--- src/scc_pkg.sv ---
// Package: offsets, fields, reset values, states and helpers of the serial CRC block
package scc_pkg;

  // ----------------------------------------
  // Sizes
  // ----------------------------------------
  localparam int unsigned MAX_CHAR_W = 8;
  localparam int unsigned CRC_W = 16;
  localparam int unsigned WB_DW = 32;
  localparam int unsigned WB_AW = 8;

  // ----------------------------------------
  // Register byte offsets
  // ----------------------------------------
  localparam logic [7:0] OFS_CONFIG = 8'h00;
  localparam logic [7:0] OFS_PRESET = 8'h04;
  localparam logic [7:0] OFS_CHAR = 8'h08;
  localparam logic [7:0] OFS_RES_LO = 8'h0c;
  localparam logic [7:0] OFS_RES_HI = 8'h10;
  localparam logic [7:0] OFS_FETCH = 8'h14;
  localparam logic [7:0] OFS_STATUS = 8'h18;

  // ----------------------------------------
  // Field positions
  // ----------------------------------------
  localparam int unsigned CFG_POLY_LSB = 0;
  localparam int unsigned CFG_WIDTH_LSB = 16;
  localparam int unsigned STS_CFG_ERR_BIT = 0;
  localparam int unsigned STS_BUSY_BIT = 1;
  localparam int unsigned STS_FETCH_HI_BIT = 2;

  // ----------------------------------------
  // Reset values
  // ----------------------------------------
  localparam logic [15:0] RST_POLY = 16'h8408;
  localparam logic [3:0] RST_WIDTH = 4'h8;
  localparam logic [15:0] RST_CRC = 16'h0000;
  localparam logic [7:0] RST_CHAR = 8'h00;
  localparam logic [31:0] RD_ZERO = 32'h0000_0000;

  // ----------------------------------------
  // State encodings
  // ----------------------------------------
  typedef enum logic [0:0] {
    SCC_ENG_IDLE = 1'b0,
    SCC_ENG_SHIFT = 1'b1
  } scc_eng_e;

  typedef enum logic [1:0] {
    SCC_BUS_IDLE = 2'b00,
    SCC_BUS_ACK = 2'b01,
    SCC_BUS_WAIT = 2'b10
  } scc_bus_e;

  // ----------------------------------------
  // Helpers
  // ----------------------------------------
  function automatic logic [7:0] char_mask(input logic [3:0] w);
    logic [15:0] m;
    m = (16'h0001 << w) - 16'h0001;
    return m[7:0];
  endfunction

  function automatic logic [15:0] crc_mask(input logic [3:0] w);
    logic [4:0] l;
    logic [16:0] m;
    l = {w, 1'b0};
    m = (17'h00001 << l) - 17'h00001;
    return m[15:0];
  endfunction

endpackage

--- src/scc_serial_crc.sv ---
// Serial character CRC accumulator with a classic Wishbone register slave
//
// Operation
// - Characters go in one bit at a time, LSB first, one right shift each.
// - Each bit shifts right; polynomial is XORed in when feedback is one.
// - Polynomial 8408 hex gives the standard reflected sixteen-bit checksum.
// - Polynomial and width up to 8 held until the next valid configure.
// - Configure reports status 1 for bad polynomial or width, else 0.
// - Preset loads the check register with the host value cut to twice the width, usually zero.
// - Bits above the width are dropped; exactly width bits are shifted.
// - The submitted character reads back unchanged.
// - Register is never cleared between characters of a message.
// - Result reads as two words, each as wide as the character.
// - Low word is presented first, ahead of the high word.
`timescale 1ns/1ps
module scc_serial_crc
  import scc_pkg::*;
(
  input wire logic i_clk_sys,
  input wire logic i_arst_n,
  input wire logic i_wb_cyc,
  input wire logic i_wb_stb,
  input wire logic i_wb_we,
  input wire logic [7:0] i_wb_adr,
  input wire logic [3:0] i_wb_sel,
  input wire logic [31:0] i_wb_dat,
  output logic [31:0] o_wb_dat,
  output logic o_wb_ack
);

  // ----------------------------------------
  // Declarations
  // ----------------------------------------
  scc_bus_e bus_q;
  scc_bus_e bus_d;
  logic ack_q;
  logic ack_d;
  logic [31:0] rdat_q;
  logic [31:0] rdat_d;
  logic [15:0] poly_q;
  logic [15:0] poly_d;
  logic [3:0] width_q;
  logic [3:0] width_d;
  logic cfg_err_q;
  logic cfg_err_d;
  logic [7:0] char_q;
  logic [7:0] char_d;
  logic fetch_hi_q;
  logic fetch_hi_d;

  logic req;
  logic blockable;
  logic go;
  logic eng_busy;
  logic [15:0] eng_crc;
  logic eng_start;
  logic eng_preset;
  logic [15:0] preset_val;
  logic [31:0] preset_img;
  logic [31:0] cfg_img;
  logic [31:0] cfg_new;
  logic [15:0] cand_poly;
  logic [3:0] cand_width;
  logic cand_bad;
  logic [7:0] res_lo;
  logic [7:0] res_hi;
  logic [31:0] sts_img;

  // ----------------------------------------
  // Helpers
  // ----------------------------------------
  // Byte-lane merge for partial Wishbone writes
  function automatic logic [31:0] lane_merge(
    input logic [31:0] old_v,
    input logic [31:0] new_v,
    input logic [3:0] sel
  );
    logic [31:0] r;
    r = old_v;
    for (int i = 0; i < 4; i++) begin
      if (sel[i]) begin
        r[i*8 +: 8] = new_v[i*8 +: 8];
      end
    end
    return r;
  endfunction

  // A width of zero or above eight, or a polynomial that is zero or
  // reaches past twice the width, cannot describe a CRC
  function automatic logic cfg_invalid(
    input logic [15:0] p,
    input logic [3:0] w
  );
    logic bad;
    bad = 1'b0;
    if (w == 4'h0) begin
      bad = 1'b1;
    end
    if (w > 4'(MAX_CHAR_W)) begin
      bad = 1'b1;
    end
    if (p == 16'h0000) begin
      bad = 1'b1;
    end
    if ((p & ~crc_mask(w)) != 16'h0000) begin
      bad = 1'b1;
    end
    return bad;
  endfunction

  // ----------------------------------------
  // Shift engine
  // ----------------------------------------
  scc_crc_engine u_engine (
    .i_clk_sys(i_clk_sys),
    .i_arst_n(i_arst_n),
    .i_preset(eng_preset),
    .i_preset_val(preset_val),
    .i_start(eng_start),
    .i_char(char_d),
    .i_width(width_q),
    .i_poly(poly_q),
    .o_busy(eng_busy),
    .o_crc(eng_crc)
  );

  // ----------------------------------------
  // Views of the state
  // ----------------------------------------
  always_comb begin
    cfg_img = RD_ZERO;
    cfg_img[CFG_POLY_LSB +: 16] = poly_q;
    cfg_img[CFG_WIDTH_LSB +: 4] = width_q;
    cfg_new = lane_merge(cfg_img, i_wb_dat, i_wb_sel);
    cand_poly = cfg_new[CFG_POLY_LSB +: 16];
    cand_width = cfg_new[CFG_WIDTH_LSB +: 4];
    cand_bad = cfg_invalid(cand_poly, cand_width);
    preset_img = lane_merge({16'h0000, eng_crc}, i_wb_dat, i_wb_sel);
    preset_val = preset_img[15:0];
    // Upper word is the register shifted down by one width
    res_lo = eng_crc[7:0] & char_mask(width_q);
    res_hi = 8'(eng_crc >> width_q) & char_mask(width_q);
    sts_img = RD_ZERO;
    sts_img[STS_CFG_ERR_BIT] = cfg_err_q;
    sts_img[STS_BUSY_BIT] = eng_busy;
    sts_img[STS_FETCH_HI_BIT] = fetch_hi_q;
  end

  // ----------------------------------------
  // Access decode
  // ----------------------------------------
  // Anything touching the CRC or its settings waits for the engine,
  // so a result is never read half-shifted and settings never change
  // under a running character
  always_comb begin
    req = i_wb_cyc & i_wb_stb;
    case (i_wb_adr)
      OFS_CONFIG: begin
        blockable = 1'b1;
      end
      OFS_PRESET: begin
        blockable = 1'b1;
      end
      OFS_CHAR: begin
        blockable = 1'b1;
      end
      OFS_RES_LO: begin
        blockable = 1'b1;
      end
      OFS_RES_HI: begin
        blockable = 1'b1;
      end
      OFS_FETCH: begin
        blockable = 1'b1;
      end
      default: begin
        blockable = 1'b0;
      end
    endcase
    go = 1'b0;
    if (req && (bus_q != SCC_BUS_ACK)) begin
      go = !(blockable && eng_busy);
    end
  end

  // ----------------------------------------
  // Bus handshake next state
  // ----------------------------------------
  always_comb begin
    bus_d = bus_q;
    ack_d = 1'b0;
    case (bus_q)
      SCC_BUS_IDLE: begin
        if (go) begin
          ack_d = 1'b1;
          bus_d = SCC_BUS_ACK;
        end else if (req) begin
          bus_d = SCC_BUS_WAIT;
        end
      end
      SCC_BUS_WAIT: begin
        if (go) begin
          ack_d = 1'b1;
          bus_d = SCC_BUS_ACK;
        end else if (!req) begin
          bus_d = SCC_BUS_IDLE;
        end
      end
      SCC_BUS_ACK: begin
        // One idle cycle lets the master drop its strobe
        bus_d = SCC_BUS_IDLE;
      end
      default: begin
        bus_d = SCC_BUS_IDLE;
      end
    endcase
  end

  always_ff @(posedge i_clk_sys or negedge i_arst_n) begin
    if (!i_arst_n) begin
      bus_q <= SCC_BUS_IDLE;
      ack_q <= 1'b0;
    end else begin
      bus_q <= bus_d;
      ack_q <= ack_d;
    end
  end

  // ----------------------------------------
  // Register file next state
  // ----------------------------------------
  always_comb begin
    poly_d = poly_q;
    width_d = width_q;
    cfg_err_d = cfg_err_q;
    char_d = char_q;
    fetch_hi_d = fetch_hi_q;
    rdat_d = rdat_q;
    eng_start = 1'b0;
    eng_preset = 1'b0;
    if (go && i_wb_we) begin
      case (i_wb_adr)
        OFS_CONFIG: begin
          cfg_err_d = cand_bad;
          fetch_hi_d = 1'b0;
          if (!cand_bad) begin
            poly_d = cand_poly;
            width_d = cand_width;
          end
        end
        OFS_PRESET: begin
          eng_preset = 1'b1;
          fetch_hi_d = 1'b0;
        end
        OFS_CHAR: begin
          // The low lane carries the character; without it nothing runs
          if (i_wb_sel[0]) begin
            char_d = i_wb_dat[7:0];
            eng_start = 1'b1;
            fetch_hi_d = 1'b0;
          end
        end
        OFS_FETCH: begin
          fetch_hi_d = 1'b0;
        end
        default: begin
          fetch_hi_d = fetch_hi_q;
        end
      endcase
    end
    if (go && !i_wb_we) begin
      case (i_wb_adr)
        OFS_CONFIG: begin
          rdat_d = cfg_img;
        end
        OFS_CHAR: begin
          rdat_d = {24'h00_0000, char_q};
        end
        OFS_RES_LO: begin
          rdat_d = {24'h00_0000, res_lo};
        end
        OFS_RES_HI: begin
          rdat_d = {24'h00_0000, res_hi};
        end
        OFS_FETCH: begin
          // Low word first, then high word, then low again
          rdat_d = {24'h00_0000, fetch_hi_q ? res_hi : res_lo};
          fetch_hi_d = !fetch_hi_q;
        end
        OFS_STATUS: begin
          rdat_d = sts_img;
        end
        default: begin
          rdat_d = RD_ZERO;
        end
      endcase
    end
  end

  // ----------------------------------------
  // Register file
  // ----------------------------------------
  always_ff @(posedge i_clk_sys or negedge i_arst_n) begin
    if (!i_arst_n) begin
      poly_q <= RST_POLY;
      width_q <= RST_WIDTH;
      cfg_err_q <= 1'b0;
      char_q <= RST_CHAR;
      fetch_hi_q <= 1'b0;
      rdat_q <= RD_ZERO;
    end else begin
      poly_q <= poly_d;
      width_q <= width_d;
      cfg_err_q <= cfg_err_d;
      char_q <= char_d;
      fetch_hi_q <= fetch_hi_d;
      rdat_q <= rdat_d;
    end
  end

  // ----------------------------------------
  // Outputs
  // ----------------------------------------
  assign o_wb_dat = rdat_q;
  assign o_wb_ack = ack_q;

endmodule // scc_serial_crc

--- src/scc_crc_engine.sv ---
// Bit-serial CRC shift engine, one character bit per clock
`timescale 1ns/1ps
module scc_crc_engine
  import scc_pkg::*;
(
  input wire logic i_clk_sys,
  input wire logic i_arst_n,
  input wire logic i_preset,
  input wire logic [15:0] i_preset_val,
  input wire logic i_start,
  input wire logic [7:0] i_char,
  input wire logic [3:0] i_width,
  input wire logic [15:0] i_poly,
  output logic o_busy,
  output logic [15:0] o_crc
);

  // ----------------------------------------
  // State
  // ----------------------------------------
  scc_eng_e state_q;
  scc_eng_e state_d;
  logic [15:0] crc_q;
  logic [15:0] crc_d;
  logic [7:0] bits_q;
  logic [7:0] bits_d;
  logic [3:0] cnt_q;
  logic [3:0] cnt_d;
  logic fb;

  // ----------------------------------------
  // Next state
  // ----------------------------------------
  always_comb begin
    state_d = state_q;
    crc_d = crc_q;
    bits_d = bits_q;
    cnt_d = cnt_q;
    fb = crc_q[0] ^ bits_q[0];
    case (state_q)
      SCC_ENG_IDLE: begin
        if (i_preset) begin
          crc_d = i_preset_val & crc_mask(i_width);
        end else if (i_start) begin
          bits_d = i_char & char_mask(i_width);
          cnt_d = i_width;
          state_d = SCC_ENG_SHIFT;
        end
      end
      SCC_ENG_SHIFT: begin
        // Register shifts right with zero in at the top; polynomial only when the feedback bit is one
        crc_d = ((crc_q >> 1) ^ (fb ? i_poly : 16'h0000)) & crc_mask(i_width);
        bits_d = bits_q >> 1;
        cnt_d = cnt_q - 4'h1;
        if (cnt_q == 4'h1) begin
          state_d = SCC_ENG_IDLE;
        end
      end
      default: begin
        state_d = SCC_ENG_IDLE;
      end
    endcase
  end

  // ----------------------------------------
  // Registers
  // ----------------------------------------
  always_ff @(posedge i_clk_sys or negedge i_arst_n) begin
    if (!i_arst_n) begin
      state_q <= SCC_ENG_IDLE;
      crc_q <= RST_CRC;
      bits_q <= RST_CHAR;
      cnt_q <= 4'h0;
    end else begin
      state_q <= state_d;
      crc_q <= crc_d;
      bits_q <= bits_d;
      cnt_q <= cnt_d;
    end
  end

  assign o_busy = (state_q == SCC_ENG_SHIFT);
  assign o_crc = crc_q;

endmodule // scc_crc_engine

--- config.mk ---
export PLATFORM = sky130hd
export DESIGN_NAME = scc_serial_crc
export DESIGN_NICKNAME = d
export VERILOG_FILES = /design/src/scc_pkg.sv /design/src/scc_serial_crc.sv /design/src/scc_crc_engine.sv
export SDC_FILE = /design/constraint.sdc
export NUM_CORES = 1
export LEC_CHECK = 0
export ABC_AREA = 1
export BUFFER_PORTS_ARGS = -buffer_cell sky130_fd_sc_hd__buf_2
export CAP_MARGIN = 20
export CORE_MARGIN = 3
export CORE_UTILIZATION = 40
export CTS_CLUSTER_DIAMETER = 60
export DETAILED_ROUTE_END_ITERATION = 8
export GPL_TIMING_DRIVEN = 0
export SETUP_SLACK_MARGIN = 0.2
export SLEW_MARGIN = 20
export SYNTH_ARGS = -nofsm -noshare
export SYNTH_HDL_FRONTEND = slang
export SYNTH_SLANG_ARGS = --single-unit
--- constraint.sdc ---
create_clock -name i_clk_sys -period 2 [get_ports i_clk_sys]
set_input_delay 0.1 -clock i_clk_sys [delete_from_list [all_inputs] [get_ports i_clk_sys]]
set_output_delay 0.1 -clock i_clk_sys [all_outputs]
set_load 0.05 [all_outputs]
==> results of run 1 <==
==> routing by layer <==
layer  track usage (%)  up-vias
met5                 0        -
met2              39.1      308
met3              4.29       53
met4              10.9        0
met1              35.6     3041
li1                  -     3162
==> per-stage QoR <==
step                util, %  setup TNS (ps)  setup slack (ps)  hold slack, ps
CTS                    52.9           -3660              -165            20.7
finish                 55.2           -5700              -209            29.4
floorplan                 -            -411             -28.6            -196
detailed placement     45.7          -16530              -906             116
global placement       45.5          -16410              -960             361
global route           55.2           -9170              -321            28.8
==> power breakdown <==
part           internal, mW  leakage [nW]  switching (mW)
Combinational         0.340          2.76           0.805
Sequential             1.72          1.09          0.0613
Clock                 0.962         0.140           0.688
==> worst max-delay path, cell delays in order (launching register included) <==
cell and delay, ps:
dfrtp_1 390, buf_8 140, nand2_4 70, nand2_4 70, nor2_4 120, nand2_2 90, ha_4 240, nand2_2 50
nand3_2 80, nor2_2 80, nand2_1 50, nor2_1 80, nand2_1 100, nor2_4 170, nand2_4 100, buf_6 150
nand2_2 50, nand2_2 50
==> synth_stat cells, drive strengths merged <==
library cell / n
a211oi: 1
a21boi: 4
a21oi: 17
a22oi: 3
a31oi: 7
a32oi: 1
buf: 40
clkbuf: 11
clkinv: 2
conb: 1
dfrtp: 78
dfstp: 4
ha: 4
inv: 79
nand2: 372
nand3: 102
nand3b: 2
nand4: 11
nor2: 69
nor3: 2
o2111ai: 3
o211ai: 2
o21a: 4
o21ai: 72
o22ai: 7
or2: 4
xnor2: 2
xor2: 5
==> flip-flops by register name (all words and copies together) (netlist names) <==
name,cells
cfg_err_q,1
u_engine.cnt_q,4
bus_q,2
u_engine.bits_q,8
poly_q,16
u_engine.o_busy,1
u_engine.o_crc,16
char_q,8
fetch_hi_q,1
o_wb_dat,20
o_wb_ack,1
width_q,4
==> cells by family (layout without fill, tap and decap cells) <==
kind of cell | after synthesis | count (layout) | synth area share [%]
XOR/XNOR | 7 | 7 | 1.05
buffers and inverters | 132 | 257 | 10.9
other | 1 | 12 | 0.0642
AO/OA/AOI/OAI | 121 | 121 | 11.5
flip-flops | 82 | 82 | 35.2
AND/OR/NAND/NOR | 562 | 562 | 40.4
adder cells (fa/ha/maj) | 4 | 4 | 0.857
==> area by class of cell <==
cell class                 count  area share [%]
buffer                        51            5.02
tap                          180            2.90
multi-input combinational    706            47.6
clock inverter                 4           0.579
timing repair buffer         109            10.3
clock buffer                  12            3.04
sequential                    82            26.5
inverter                      81            4.12
==> how the worst max path moves through the flow <==
stage	depth (start not counted)	from	slack, ps	endpoint
after floorplan	17	width_q[3]$_DFFE_PN1P_	-30	width_q[2]$_DFFE_PN0P_
after global placement	12	width_q[3]$_DFFE_PN1P_	-960	u_engine.o_crc[8]$_DFFE_PN0P_
after detailed placement	12	width_q[3]$_DFFE_PN1P_	-910	u_engine.o_crc[8]$_DFFE_PN0P_
after CTS	17	width_q[3]$_DFFE_PN1P_	-160	poly_q[9]$_DFFE_PN0P_
after global routing	16	width_q[3]$_DFFE_PN1P_	-320	poly_q[5]$_DFFE_PN0P_
final	17	width_q[0]$_DFFE_PN0P_	-210	poly_q[12]$_DFFE_PN0P_
==> placed cells by master (no fill, tap or decap), types with 4 or more instances in the layout <==
master and n:
nand3_1 88, nor2_1 48, buf_2 63, a31oi_1 7
a21oi_1 12, nor2_4 13, o21ai_2 15, clkbuf_16 9
nor2_2 8, nand2_4 12, clkbuf_1 9, inv_1 59
nand2_1 324, o21a_1 4, nand2_2 35, dfstp_2 4
dlygate4sd3_1 4, inv_2 14, o22ai_1 7, o21ai_1 17
dfrtp_1 77, nand3_2 13, inv_4 5, o21ai_0 37
buf_4 48, conb_1 12, nand4_1 11, a21oi_2 5
buf_6 31
==> what timing repair did <==
action / 4_1_cts / 5_1_grt
resized for setup: 147 / 57
cloned: 3 / 0
hold endpoints to repair: 35 / 0
pin swaps: 52 / 40
buffers inserted: 31 / 17
hold buffers: 4 / 0
endpoints found under the setup margin: 48 / 54
==> summary.txt, run 1 <==
layout cell share with drive strength beyond 1 = 29.4%
fill count = 1352
Crit Path Category = flip-flop to flip-flop
slew margin rel. = 54.0%
pin count of the biggest net entering global routing = 46
placed insts = 1154
CP startpoint kind = flip-flop
H-tree lvl count = 3
met1 wire length = 8990 um
power per cell area = 589 nW/um^2
min-delay src = i_wb_dat[6]
Final Instance Area = 7780 um^2
dpl hpwl = 14600 um
RSZ-0062 raised after global routing = yes
die area = 16100 um^2
Synth area leader = dfrtp_1
worst flop-to-flop path endpoint = poly_q[12]$_DFFE_PN0P_
Synth cell types = 39
R2R Path Start = width_q[0]$_DFFE_PN0P_
final-report setup violation count = 36
initial cell density of the core = 41.4%
period utilisation layout = 110%
DP Area = 6440 um^2
Final Skew = 9.48 ps
Syn Area/Cell = 6.43 um^2
CTS tree = built
r2r worst-path depth = 17
Hold Path Depth = 2
run status = finished, violations left
CP Data Arrival Time = 2450 ps
Reg area = 2060 um^2
GRT Util Overall = 25.5%
YS warnings = 0
hold endpoint = char_q[6]$_DFF_PN0_
worst setup slack after layout = -209 ps
fin nets = 1093
endpoints failing hold = 0
share of the synthesized area in the top cell type = 33.4%
chip width = 127 um
ant diodes = 0
CP max FO = 5
initial antenna violation count = 0
vias in the first global route = 5936
die height = 127 um
area of the multi-input gates = 3700 um^2
Layout area overhead = 33.1%
clk root buf = clkbuf_16
DR DRC count = 0
WL final = 20700 um
clock sinks = 82
worst-case clock buffer depth = 2
Slew Viols, Final = 0
min cycle time layout = 2210 ps
number of synthesized register bits = 82
Hold WC Path Type = primary input to flip-flop
core box area = 14100 um^2
ANT nets after route = 0
register-to-register setup slack = -210 ps
Pre-antenna DRT Iters = 6
grt ovf = 0
Worst setup EP type = flip-flop
post-route insts no fill = 1225
post-DR vias/cell = 5.36
Critical Path RT = 2250 ps
violated checks = negative setup slack
synthesized area = 5840 um^2
peak supply drop = 0.453 mV
via count = 6564
Highest Signal Layer = met4
DRT iter0 DRCs = 798
Num CTS Buffers = 9
met3 WL post-DR = 1710 um
Row Count = 43
overall power = 4.58 mW
Tightest Pin Transition = 685 ps
GP Congestion = 1.00
clock slew at reported path FFs = 60 ps
DR WL/cell = 16.9 um
Routed met2 length = 9440 um
Synth area leaders = dfrtp_1 33%, nand2_1 23%, nand3_1 8.6%
Max-Cap Viols = 0
Syn Inst Count = 909
P_leak = 3.99 nW
clk_lat worst skew = 360 ps
Port Buffer Count = 53
sequential fraction of the synthesis area = 35.2%
first-pass GRT wire length = 32300 um
I/O Pins = 82
Fmax = 453 MHz
Note: power is estimated with default switching activity, not from simulation.
==> run 2, diff against run 1 <==
Settings changed: CTS_CLUSTER_DIAMETER 60 to 100, SYNTH_HIERARCHICAL set to 1.
==> summary.txt, run 2 <==
Worst path most repeated cell = nand2_1
min cycle time layout = 2270 ps
fin nets = 1106
Hold Path Depth = 3
initial antenna violation count = 0
most numerous cell in the Yosys netlist = nand2_1
I/O Pins = 82
Syn Inst Count = 947
Syn Area/Cell = 6.42 um^2
peak supply drop = 0.416 mV
clk_lat worst skew = 350 ps
GRT Util Overall = 24.1%
delay-heaviest family, CP = simple AND/OR/NAND/NOR gates
register-to-register setup slack = -270 ps
die area = 16700 um^2
share of the synthesized area in the top cell type = 32.1%
WL final = 20100 um
CP Buf/Inv Count = 3
grt ovf = 0
YS warnings = 6
worst-case clock buffer depth = 2
synthesized area = 6080 um^2
post-synthesis adder-cell area fraction = 1.03%
min-delay src = i_wb_dat[3]
post-layout util = 50.7%
run status = finished, violations left
pin count of the biggest net entering global routing = 49
core box area = 14700 um^2
Synth area leaders = dfrtp_1 32%, nand2_1 23%, nand3_1 7.4%
CTS tree = built
number of synthesized register bits = 82
clock sinks = 82
Tightest Pin Transition = 671 ps
Final Instance Area = 7460 um^2
R2R Path Start = width_q[3]$_DFFE_PN1P_
GP Congestion = 0.941
Crit Path Category = flip-flop to flip-flop
power per cell area = 533 nW/um^2
post-synthesis async set-or-reset flop share = 100%
max incr delay on CP = 650 ps
period utilisation layout = 114%
CP Data Arrival Time = 2520 ps
worst flop-to-flop path endpoint = width_q[0]$_DFFE_PN0P_
clk root buf = clkbuf_16
largest family of logic cells by synthesized area = simple AND/OR/NAND/NOR gates
CP startpoint kind = flip-flop
setup_tns = -5170 ps
Row Count = 44
DR DRC count = 0
Worst Setup Slack post-DPL = -669 ps
Synth area leader = dfrtp_1
initial cell density of the core = 41.4%
violated checks = negative setup slack
first-pass GRT wire length = 31100 um
slowest CP cell = dfstp_4
Slew Viols, Final = 0
r2r worst-path depth = 17
overall power = 3.98 mW
hold endpoint = char_q[3]$_DFF_PN0_
Final Skew = 6.69 ps
endpoints failing hold = 0
die height = 129 um
chip width = 129 um
clock slew at reported path FFs = 70 ps
max reg flops = 20
vias in the first global route = 5875
placed insts = 1198
Port Buffer Count = 55
Synth top cells by count = 371 x nand2_1, 90 x nand3_1, 81 x nor2_1
post-route insts no fill = 1241
worst path cell trace = inv_8 -> o21ai_4 -> nor2_4 -> nand2_4 -> ha_4 -> inv_2 -> nand2_2 -> nand2_2 -> nor2_2 -> nand2_1 -> nor2_1 -> nand3_1 -> nor2_2 -> nand3_2 -> buf_6 -> nand2_1 -> nand2_1
RSZ-0062 raised after global routing = yes
DRT iter0 DRCs = 447
dominant synthesized flop cell = dfrtp_1
most frequent cells in the layout = 352 x nand2_1, 86 x nand3_1, 77 x inv_1, 74 x dfrtp_1, 69 x nor2_1
Synth Area in XOR/XNOR = 0.432%
via count = 6363
Pre-antenna DRT Iters = 6
Synth cell types = 42
DR WL/cell = 16.2 um
post-DR vias/cell = 5.13
worst hold slack = 26.8 ps
Critical Path RT = 2240 ps
H-tree lvl count = 3
Num CTS Buffers = 9
ANT nets after route = 0
Fmax = 440 MHz
dpl hpwl = 15200 um
Worst setup EP type = flip-flop
layout cell share with drive strength beyond 1 = 23.2%
Max-Cap Viols = 0
worst setup slack after layout = -273 ps
ant diodes = 0
multiplexer area fraction after synthesis = 0%
final-report setup violation count = 21
Hold WC Path Type = primary input to flip-flop
DP Area = 6690 um^2
number of synthesized flops with an enable pin = 0
commonest non-fill, non-tap cell in the layout = nand2_1
P_leak = 3.72 nW
CP max FO = 10
Synth Area in Simple Gates = 41.7%
Compound-Gate Fraction of Synth Area = 11.7%
slew margin rel. = 55.0%
Layout area overhead = 22.6%
sequential fraction of the synthesis area = 33.8%
[run 2: changes by cell type in the layout (fill, tap and decap cells not counted), sizes merged, moves of 12 or more]
cell | previous run | this run
o21ai | 72 | 85
nor2 | 69 | 91
nand2 | 372 | 385
buf | 146 | 122
inv | 78 | 90
[run 2: cell type report]
class / instances / area (um^2)
Fill cell: 1512 / 7240
Multi-Input combinational cell: 739 / 3620
Sequential cell: 82 / 2070
Timing Repair Buffer: 83 / 517
Buffer: 46 / 368
Inverter: 91 / 355
Tap cell: 184 / 230
Clock buffer: 9 / 225
Clock inverter: 7 / 77.6
[run 2: logic make-up after synthesis]
| group | after synthesis |
|---|---|
| AOI/OAI and AO/OA | 126 |
| xor gates and xnor gates | 3 |
| adders and majority gates | 5 |
| buffers and inverters | 137 |
| DFF | 82 |
| other | 1 |
| and+or+nand+nor | 593 |
[run 2: how the worst max path moves through the flow]
stage                           start                     end  slack (ps)  cells after the start
3_5_place_dp   width_q[0]$_DFFE_PN0P_  poly_q[12]$_DFFE_PN0P_        -670                     17
5_1_grt        width_q[3]$_DFFE_PN1P_   poly_q[2]$_DFFE_PN0P_        -390                     17
3_3_place_gp   width_q[3]$_DFFE_PN1P_  poly_q[12]$_DFFE_PN0P_        -650                     17
4_1_cts        width_q[3]$_DFFE_PN1P_  width_q[0]$_DFFE_PN0P_        -270                     17
2_1_floorplan  width_q[3]$_DFFE_PN1P_   poly_q[2]$_DFFE_PN0P_        -240                     16
6_report       width_q[3]$_DFFE_PN1P_  width_q[0]$_DFFE_PN0P_        -270                     17
[run 2: worst register-to-register path, cell delays in order (launching register included)]
cell and delay (ps):
dfstp_4 650, inv_8 40, o21ai_4 160, nor2_4 70, nand2_4 70, ha_4 160
inv_2 50, nand2_2 60, nand2_2 50, nor2_2 90, nand2_1 60, nor2_1 90
nand3_1 90, nor2_2 110, nand3_2 140, buf_6 190, nand2_1 60, nand2_1 50
[run 2: layer usage]
| metal | vias up | share of wire (%) | global-route usage [%] | wire length (um) |
|---|---|---|---|---|
| met1 | 2919 | 46 | 33.3 | 9160 |
| met5 | - | 0 | 0 | 0 |
| met2 | 185 | 46 | 38.0 | 9310 |
| met3 | 29 | 5.6 | 3.30 | 1130 |
| li1 | 3230 | - | - | - |
| met4 | 0 | 2.6 | 10.0 | 521 |
[run 2: where the power goes]
part | switching [mW] | internal (mW) | leakage (nW)
Clock | 0.774 | 0.980 | 0.146
Sequential | 0.0114 | 1.68 | 1.08
Combinational | 0.352 | 0.182 | 2.50
Total | 1.14 | 2.84 | 3.72
[run 2: repair_timing]
item | 4_1_cts | 5_1_grt
hold buffers | 1 | 0
endpoints found under the setup margin | 57 | 54
pin swaps | 7 | 8
hold endpoints to repair | 33 | 0
resized for setup | 44 | 53
buffers inserted | 19 | 4
gates cloned | 1 | 2
